[src/sfl_map.vh]
// Frame geometry, framing constants and timing counts for the line frame builder
`ifndef SFL_MAP_VH
`define SFL_MAP_VH
`define SFL_ROWS          9
`define SFL_UNIT_COLS     90
`define SFL_UNITS_12      12
`define SFL_UNITS_3       3
`define SFL_TOH_COLS      3
`define SFL_SOH_BYTES     9
`define SFL_LOH_BYTES     18
`define SFL_POH_BYTES     9
`define SFL_CELL_BYTES    53
`define SFL_HDR_BYTES     5
`define SFL_FRAME_US      125
`define SFL_FRAMES_PER_S  8000
`define SFL_CLK_MHZ       10
`define SFL_FRAME_CYCLES  (`SFL_FRAME_US * `SFL_CLK_MHZ)
`define SFL_A1_BYTE       8'hf6
`define SFL_A2_BYTE       8'h28
`define SFL_H1_NORMAL     8'h60
`define SFL_H1_CONCAT     8'h93
`define SFL_H2_CONCAT     8'hff
`define SFL_IDLE_BYTE     8'h00
`define SFL_FIFO_DEPTH    8
`endif

[src/sfl_fifo.v]
// Small flip-flop FIFO with valid/ready on both sides
`timescale 1ns/1ps
module sfl_fifo #(
    parameter WIDTH = 8,
    parameter DEPTH = 8,
    parameter AW    = 3
) (
    input  wire             mclk,      // Clock
    input  wire             nrst,      // Async reset, active low
    input  wire             ce,        // Clock enable
    input  wire [WIDTH-1:0] in_data,   // Fill data
    input  wire             in_valid,  // Fill valid
    output wire             in_ready,  // Not full
    output wire [WIDTH-1:0] out_data,  // Head word
    output wire             out_valid, // Not empty
    input  wire             out_ready  // Drain accept
);
    reg [WIDTH-1:0] mem_reg [0:DEPTH-1];
    reg [AW-1:0]    wr_reg;
    reg [AW-1:0]    rd_reg;
    reg [AW:0]      cnt_reg;
    wire            push;
    wire            pop;

    // Honest flags from occupancy count
    assign in_ready  = (cnt_reg != DEPTH);
    assign out_valid = (cnt_reg != 0);
    assign out_data  = mem_reg[rd_reg];
    assign push      = ce & in_valid & in_ready;
    assign pop       = ce & out_valid & out_ready;

    // Pointers wrap at DEPTH so non-power-of-two depths also work
    always @(posedge mclk or negedge nrst) begin
        if (!nrst) begin
            wr_reg  <= {AW{1'b0}};
            rd_reg  <= {AW{1'b0}};
            cnt_reg <= {(AW+1){1'b0}};
        end else begin
            if (push) begin
                wr_reg <= (wr_reg == DEPTH - 1) ? {AW{1'b0}} : wr_reg + 1'b1;
            end
            if (pop) begin
                rd_reg <= (rd_reg == DEPTH - 1) ? {AW{1'b0}} : rd_reg + 1'b1;
            end
            if (push && !pop) begin
                cnt_reg <= cnt_reg + 1'b1;
            end else if (pop && !push) begin
                cnt_reg <= cnt_reg - 1'b1;
            end
        end
    end

    // Storage carries no reset; only counted words are ever read
    always @(posedge mclk) begin
        if (push) begin
            mem_reg[wr_reg] <= in_data;
        end
    end
endmodule

[src/sfl_framer.v]
// Line frame builder: lays ATM cells into a multi-unit SONET frame, byte by byte
`timescale 1ns/1ps
`include "sfl_map.vh"
module sfl_framer #(
    parameter NUNITS       = `SFL_UNITS_12,
    parameter FRAME_CYCLES = `SFL_FRAME_CYCLES,
    parameter FIFO_DEPTH   = `SFL_FIFO_DEPTH
) (
    input  wire       mclk,          // Line byte clock
    input  wire       nrst,          // Async reset, active low
    input  wire       ce,            // Clock enable, freezes all state
    input  wire       concat_mode,   // 1 = concatenated format, 12-unit format only
    input  wire       fmt_3unit,     // 1 = 3-unit format, 0 = 12-unit
    input  wire [9:0] poh_start,     // Envelope offset of path overhead column
    input  wire [7:0] cell_data,     // Cell byte from cell processor
    input  wire       cell_valid,    // Cell byte valid
    input  wire       cell_sop,      // First byte of a cell
    output wire       cell_ready,    // FIFO has room
    output reg  [7:0] line_data,     // Line byte out
    output reg        line_frame,    // Pulse with first A2 byte
    output reg        line_payload,  // Byte is envelope content
    output reg        line_cell_sop, // Byte is first header byte of a cell
    output reg        line_tick      // Pulse at each frame period boundary
);
    localparam UCOLS     = `SFL_UNIT_COLS;
    localparam ROWS      = `SFL_ROWS;
    localparam CELL      = `SFL_CELL_BYTES;
    localparam ST_FILL   = 1'b0;
    localparam ST_CELL   = 1'b1;
    localparam [10:0] UCOLS_W = `SFL_UNIT_COLS;

    // Active units; single unit is not a legal format
    wire [3:0]  units = fmt_3unit ? 4'd3 : 4'd12;
    reg  [3:0]  row_reg;
    reg  [10:0] col_reg;
    reg  [5:0]  cidx_reg;
    reg         cst_reg;
    reg  [12:0] tick_reg;
    reg  [9:0]  poh_reg;
    reg         concat_reg;
    reg  [3:0]  units_reg;

    // Row length follows the latched format so a mid-frame switch cannot overrun the row
    wire [10:0] ncols = {7'd0, units_reg} * UCOLS_W;

    wire [7:0]  fifo_data;
    wire        fifo_valid;
    wire        fifo_pop;

    // Column within a unit: interleave across units column by column
    function [1:0] toh_col;
        input [10:0] col;
        input [3:0]  nu;
        begin
            if (col < nu) begin
                toh_col = 2'd0;
            end else if (col < 2 * nu) begin
                toh_col = 2'd1;
            end else if (col < 3 * nu) begin
                toh_col = 2'd2;
            end else begin
                toh_col = 2'd3;
            end
        end
    endfunction

    wire [1:0]  tcol    = toh_col(col_reg, units_reg);
    wire        is_toh  = (tcol != 2'd3);
    wire [3:0]  unit_ix = col_reg[3:0] - (tcol == 2'd0 ? 4'd0 :
                          (tcol == 2'd1 ? units_reg : units_reg + units_reg));
    wire [10:0] spe_col = col_reg - {7'd0, units_reg} * 11'd3;
    // Path overhead column floats; set once per frame
    wire        is_poh  = !is_toh && (spe_col[10:0] == {1'b0, poh_reg} );
    wire        is_cell = !is_toh && !is_poh;
    wire        last_col = (col_reg == ncols - 1'b1);

    // Transport overhead byte for unit position, row and column
    reg [7:0] toh_byte;
    always @* begin
        toh_byte = `SFL_IDLE_BYTE;
        if (row_reg == 4'd0 && tcol == 2'd0) begin
            toh_byte = `SFL_A1_BYTE;
        end else if (row_reg == 4'd0 && tcol == 2'd1) begin
            toh_byte = `SFL_A2_BYTE;
        end else if (row_reg == 4'd3 && tcol == 2'd0) begin
            // Later units of a concatenated frame carry the indicator
            toh_byte = (concat_reg && unit_ix != 4'd0) ? `SFL_H1_CONCAT
                                                       : `SFL_H1_NORMAL;
        end else if (row_reg == 4'd3 && tcol == 2'd1) begin
            toh_byte = (concat_reg && unit_ix != 4'd0) ? `SFL_H2_CONCAT
                                                       : `SFL_IDLE_BYTE;
        end
    end

    wire cell_sop_head;

    // Cell bytes drain only in cell slots and only mid-cell or on a fresh cell head
    assign fifo_pop = ce && is_cell && fifo_valid &&
                      (cst_reg == ST_CELL || cell_sop_head);

    sfl_fifo #(
        .WIDTH (9),
        .DEPTH (FIFO_DEPTH),
        .AW    (3)
    ) u_fifo (
        .mclk      (mclk),
        .nrst      (nrst),
        .ce        (ce),
        .in_data   ({cell_sop, cell_data}),
        .in_valid  (cell_valid),
        .in_ready  (cell_ready),
        .out_data  ({cell_sop_head, fifo_data}),
        .out_valid (fifo_valid),
        .out_ready (fifo_pop)
    );

    // Row and column counters, frame-start latch of format and path overhead
    always @(posedge mclk or negedge nrst) begin
        if (!nrst) begin
            row_reg    <= 4'd0;
            col_reg    <= 11'd0;
            poh_reg    <= 10'd0;
            concat_reg <= 1'b0;
            units_reg  <= 4'd12;
        end else if (ce) begin
            if (last_col) begin
                col_reg <= 11'd0;
                if (row_reg == ROWS - 1) begin
                    row_reg    <= 4'd0;
                    poh_reg    <= (poh_start < UCOLS - 3) ? poh_start : 10'd0;
                    concat_reg <= concat_mode & ~fmt_3unit;
                    units_reg  <= units;
                end else begin
                    row_reg <= row_reg + 1'b1;
                end
            end else begin
                col_reg <= col_reg + 1'b1;
            end
        end
    end

    // Cell byte count: 5 header plus 48 payload, back to back
    always @(posedge mclk or negedge nrst) begin
        if (!nrst) begin
            cidx_reg <= 6'd0;
            cst_reg  <= ST_FILL;
        end else if (ce && fifo_pop) begin
            case (cst_reg)
                ST_FILL: begin
                    cidx_reg <= 6'd1;
                    cst_reg  <= ST_CELL;
                end
                default: begin
                    if (cidx_reg == CELL - 1) begin
                        cidx_reg <= 6'd0;
                        cst_reg  <= ST_FILL;
                    end else begin
                        cidx_reg <= cidx_reg + 1'b1;
                    end
                end
            endcase
        end
    end

    // Frame period tick, kept apart from byte count for rate checking
    always @(posedge mclk or negedge nrst) begin
        if (!nrst) begin
            tick_reg  <= 13'd0;
            line_tick <= 1'b0;
        end else if (ce) begin
            if (tick_reg == FRAME_CYCLES - 1) begin
                tick_reg  <= 13'd0;
                line_tick <= 1'b1;
            end else begin
                tick_reg  <= tick_reg + 1'b1;
                line_tick <= 1'b0;
            end
        end
    end

    // Registered line outputs; idle fill when no cell is ready keeps the line alive
    always @(posedge mclk or negedge nrst) begin
        if (!nrst) begin
            line_data     <= `SFL_IDLE_BYTE;
            line_frame    <= 1'b0;
            line_payload  <= 1'b0;
            line_cell_sop <= 1'b0;
        end else if (ce) begin
            line_frame    <= (row_reg == 4'd0) && (col_reg == {7'd0, units_reg});
            line_payload  <= !is_toh;
            line_cell_sop <= fifo_pop && cst_reg == ST_FILL;
            if (is_toh) begin
                line_data <= toh_byte;
            end else if (is_poh) begin
                line_data <= `SFL_IDLE_BYTE;
            end else if (fifo_pop) begin
                line_data <= fifo_data;
            end else begin
                line_data <= `SFL_IDLE_BYTE;
            end
        end
    end
endmodule

[config.mk]
export PLATFORM = sky130hd
export DESIGN_NAME = sfl_framer
export DESIGN_NICKNAME = d
export VERILOG_FILES = /design/src/sfl_fifo.v /design/src/sfl_framer.v
export VERILOG_INCLUDE_DIRS = /design/src
export SDC_FILE = /design/constraint.sdc
export NUM_CORES = 1
export LEC_CHECK = 0
export ABC_CLOCK_PERIOD_IN_PS = 8150
export BUFFER_PORTS_ARGS = -buffer_cell sky130_fd_sc_hd__buf_4
export CELL_PAD_IN_SITES_DETAIL_PLACEMENT = 0
export CELL_PAD_IN_SITES_GLOBAL_PLACEMENT = 2
export CORE_UTILIZATION = 40
export CTS_BUF_LIST = sky130_fd_sc_hd__clkbuf_8
export DETAILED_ROUTE_END_ITERATION = 6
export GPL_TIMING_DRIVEN = 0
export PLACE_DENSITY = 0.78
export SYNTH_ARGS = -nofsm -noshare
export SYNTH_HDL_FRONTEND = slang
export SYNTH_SLANG_ARGS = --single-unit
[constraint.sdc]
create_clock -name mclk -period 8.15 [get_ports mclk]
set_input_delay 0.4075 -clock mclk [delete_from_list [all_inputs] [get_ports mclk]]
set_output_delay 0.4075 -clock mclk [all_outputs]
set_load 0.02 [all_outputs]
==> impl_results.md <==
- Outcome: finished, final reports clean
- Largest net degree at the start of global routing: 71
- Clock Sinks: 142
- Crit share post-route: 0.655
- # DRC: 0
- Largest register FFs: 72
- Pwr/cell area: 320 nW/um2
- Final #Nets: 724
- DR vias/cell: 5.37
- Top sig layer: met4
- First-pass GRT wire length: 26.4 mm
- Multi-input logic area: 3320 um2
- Delay-heaviest family, CP: adder cells
- Total power: 2680 uW
- First-pass detailed-route iteration total: 4
- Reg power frac: 0.367
- Critical Path Most Common Cell: ha_1
- Worst setup path endpoint: u_fifo.cnt_reg[3]$_DFFE_PN0P_
- CP max FO: 10
- Syn Area/Cell: 12.3 um2
- Fin. Hold Viols: 0
- Slew @ Worst Pin: 1.01 ns
- Area growth syn-to-layout: 13.1%
- Final setup violation count: 0
- Levels on crit path: 19
- CP required: 8.48 ns
- CTS tree: done
- Core box area: 18100 um2
- Layout fillers: 1637
- Share of cells above drive strength 1: 0.182
- Total Wirelength: 16.0 mm
- Cell Int Power: 1640 uW
- Gate power share: 0.431
- CP Cell Sequence: clkbuf_1 -> inv_1 -> fa_1 -> ha_1 -> nand2b_1 -> a2111o_1 -> nand2_1 -> or4_4 -> a2111oi_4 -> or2_4 -> buf_4 -> ha_1 -> inv_1 -> ha_1 -> a21o_1 -> a21oi_1 -> xnor2_1 -> nor2_1 -> xnor2_1
- Final hold slack: 0.0944 ns
- CP Class: flip-flop to flip-flop
- Net Count, Synth: 668
- # hold bufs at CTS: 0
- Synthesis Warnings: 0
- Starting Density: 0.410
- Total gr overflow: 0
- RSZ-0062 raised after global routing: false
- Clk pwr share: 0.202
- FFs w/ async S/R, synth: 0.493
- Setup crit start: units_reg[1]$_DFFE_PN0P_
- Sw Ratio: 0.391
- N_diodes: 0
- Via count: 4837
- Reg-to-reg slack, setup: 2.81 ns
- Die W: 138 um
- # resized after CTS: 0
- Rows: 49
- Seq/Total Area, Yosys: 0.527
- Post-synth top flop: edfxtp_1
- Worst-path clk slew: 0.09 ns
- Share of the synthesized area in the top cell type: 0.291
- Critical Path Start Type: flip-flop
- Crit path DAT: 5.67 ns
- Buf/Inv on CP: 4
- Maximum VDD drop: 127 uV
- Initial antenna violation count: 0
- R2r worst-path depth: 19
- Die area: 19100 um2
- Reg-to-Reg Start: units_reg[1]$_DFFE_PN0P_
- Normalized max-slew margin: 0.327
- Count leader, synth: edfxtp_1
- Max-cap violations: 0
- Pleak: 0.00342 uW
- 1st-iter DRT viols: 216
- Inserted Clock Buffers: 17
- Worst-skew pair later-pin latency: 0.45 ns
- Syn Inst Count: 602
- Met3 WL: 426 um
- HPWL after detailed placement: 11.2 mm
- Psw: 1050 uW
- GRT Overall Usage: 0.179
- Post-CTS Setup Repair Bufs: 0
- Post-synth top area cell: edfxtp_1
- Fin crit period: 5.34 ns
- Number of global-route vias before repair: 5089
- Worst hold path class: primary input to async pin
- Die height: 138 um
- Largest cells by area after synthesis: edfxtp_1 (29%), dfrtp_1 (23%), ha_1 (6.6%)
- Crit path max-delay cell type: a2111oi_4
- Setup_tns: 0 ns
- Top cells by count, synth: edfxtp_1 (72), dfrtp_1 (69), nor2_1 (52)
- GP Congestion: 0.790
- Port bufs: 36
- Maximum operating frequency: 0.187 GHz
- Crit. End Element: flip-flop
- Register area: 3920 um2
- CTS root buf: clkbuf_8
- Post-Syn Area: 7420 um2
- Max H-tree Level: 4
- FF+latch count, synth: 142
- Max-slew violation count: 0
- Synth cell types: 72
- Antenna viol nets, final: 0
- Final Skew: 0.0122 ns
- RR Endpoint: u_fifo.cnt_reg[3]$_DFFE_PN0P_
- IO Pins: 38
- DR WL/cell: 17.8 um
- Total length of routed met2 wires: 8.02 mm
- Post-synth EDFFs: 72
- Wire length on met1: 7.16 mm
- Clock Path Buffers: 2
- Max incr delay on CP: 0.61 ns
==> power groups by stage <==
stage | sequential, uW | clock [uW] | combinational, uW
floorplan | 982 | 0 | 881
global placement | 994 | 0 | 1130
detailed placement | 1000 | 0 | 1160
CTS | 987 | 558 | 1170
global route | 1010 | 590 | 1280
finish | 984 | 542 | 1160
==> cells by family after synthesis <==
group           after synthesis  synth area share
mux                          37            0.0836
flops                       142             0.527
buf+inv                      47            0.0283
simple gates                196             0.137
compound gates               92            0.0930
fa+ha+maj                    41            0.0711
xor+xnor                     47            0.0592
==> layer usage <==
metal,track usage,up-vias
met3,0.0315,28
met1,0.222,2391
li1,-,2334
met5,0,-
met4,0.0834,0
met2,0.306,84
==> worst min-delay path by stage <==
stage,endpoint,cells after the start
2_1_floorplan,cidx_reg[0]$_DFFE_PN0P_,0
3_3_place_gp,tick_reg[12]$_DFFE_PN0P_,1
3_5_place_dp,tick_reg[12]$_DFFE_PN0P_,1
4_1_cts,units_reg[2]$_DFFE_PN1P_,2
5_1_grt,units_reg[2]$_DFFE_PN1P_,2
6_report,poh_reg[7]$_DFFE_PN0P_,1
==> cell type report <==
class / count / area share
plain buffers: 22 / 0.0139
clock buffers: 17 / 0.0279
clock inverters: 15 / 0.0173
inverters: 25 / 0.0112
multi-input cells: 413 / 0.396
flip-flops and latches: 142 / 0.466
well taps: 229 / 0.0341
repair buffers: 37 / 0.0331
==> cell usage in the layout (no fill, tap or decap), types with 15 or more instances in the layout <==
cell type	instances
ha_1	39
clkbuf_8	17
xnor2_1	30
o21ai_0	19
dfrtp_1	69
nor2_1	52
nand2_1	40
inv_1	25
mux4_2	18
nand3_1	15
xor2_1	15
edfxtp_1	72
buf_4	39
==> metrics by stage <==
stage	std cells	area, um2	worst slack [ns]	utilization
floorplan	602	7420	3.71	-
global placement	867	7980	2.95	0.441
detailed placement	868	8010	2.85	0.443
CTS	900	8390	2.82	0.464
global route	900	8390	2.46	0.464
finish	900	8390	2.81	0.464
(Power assumes the default switching activity.)
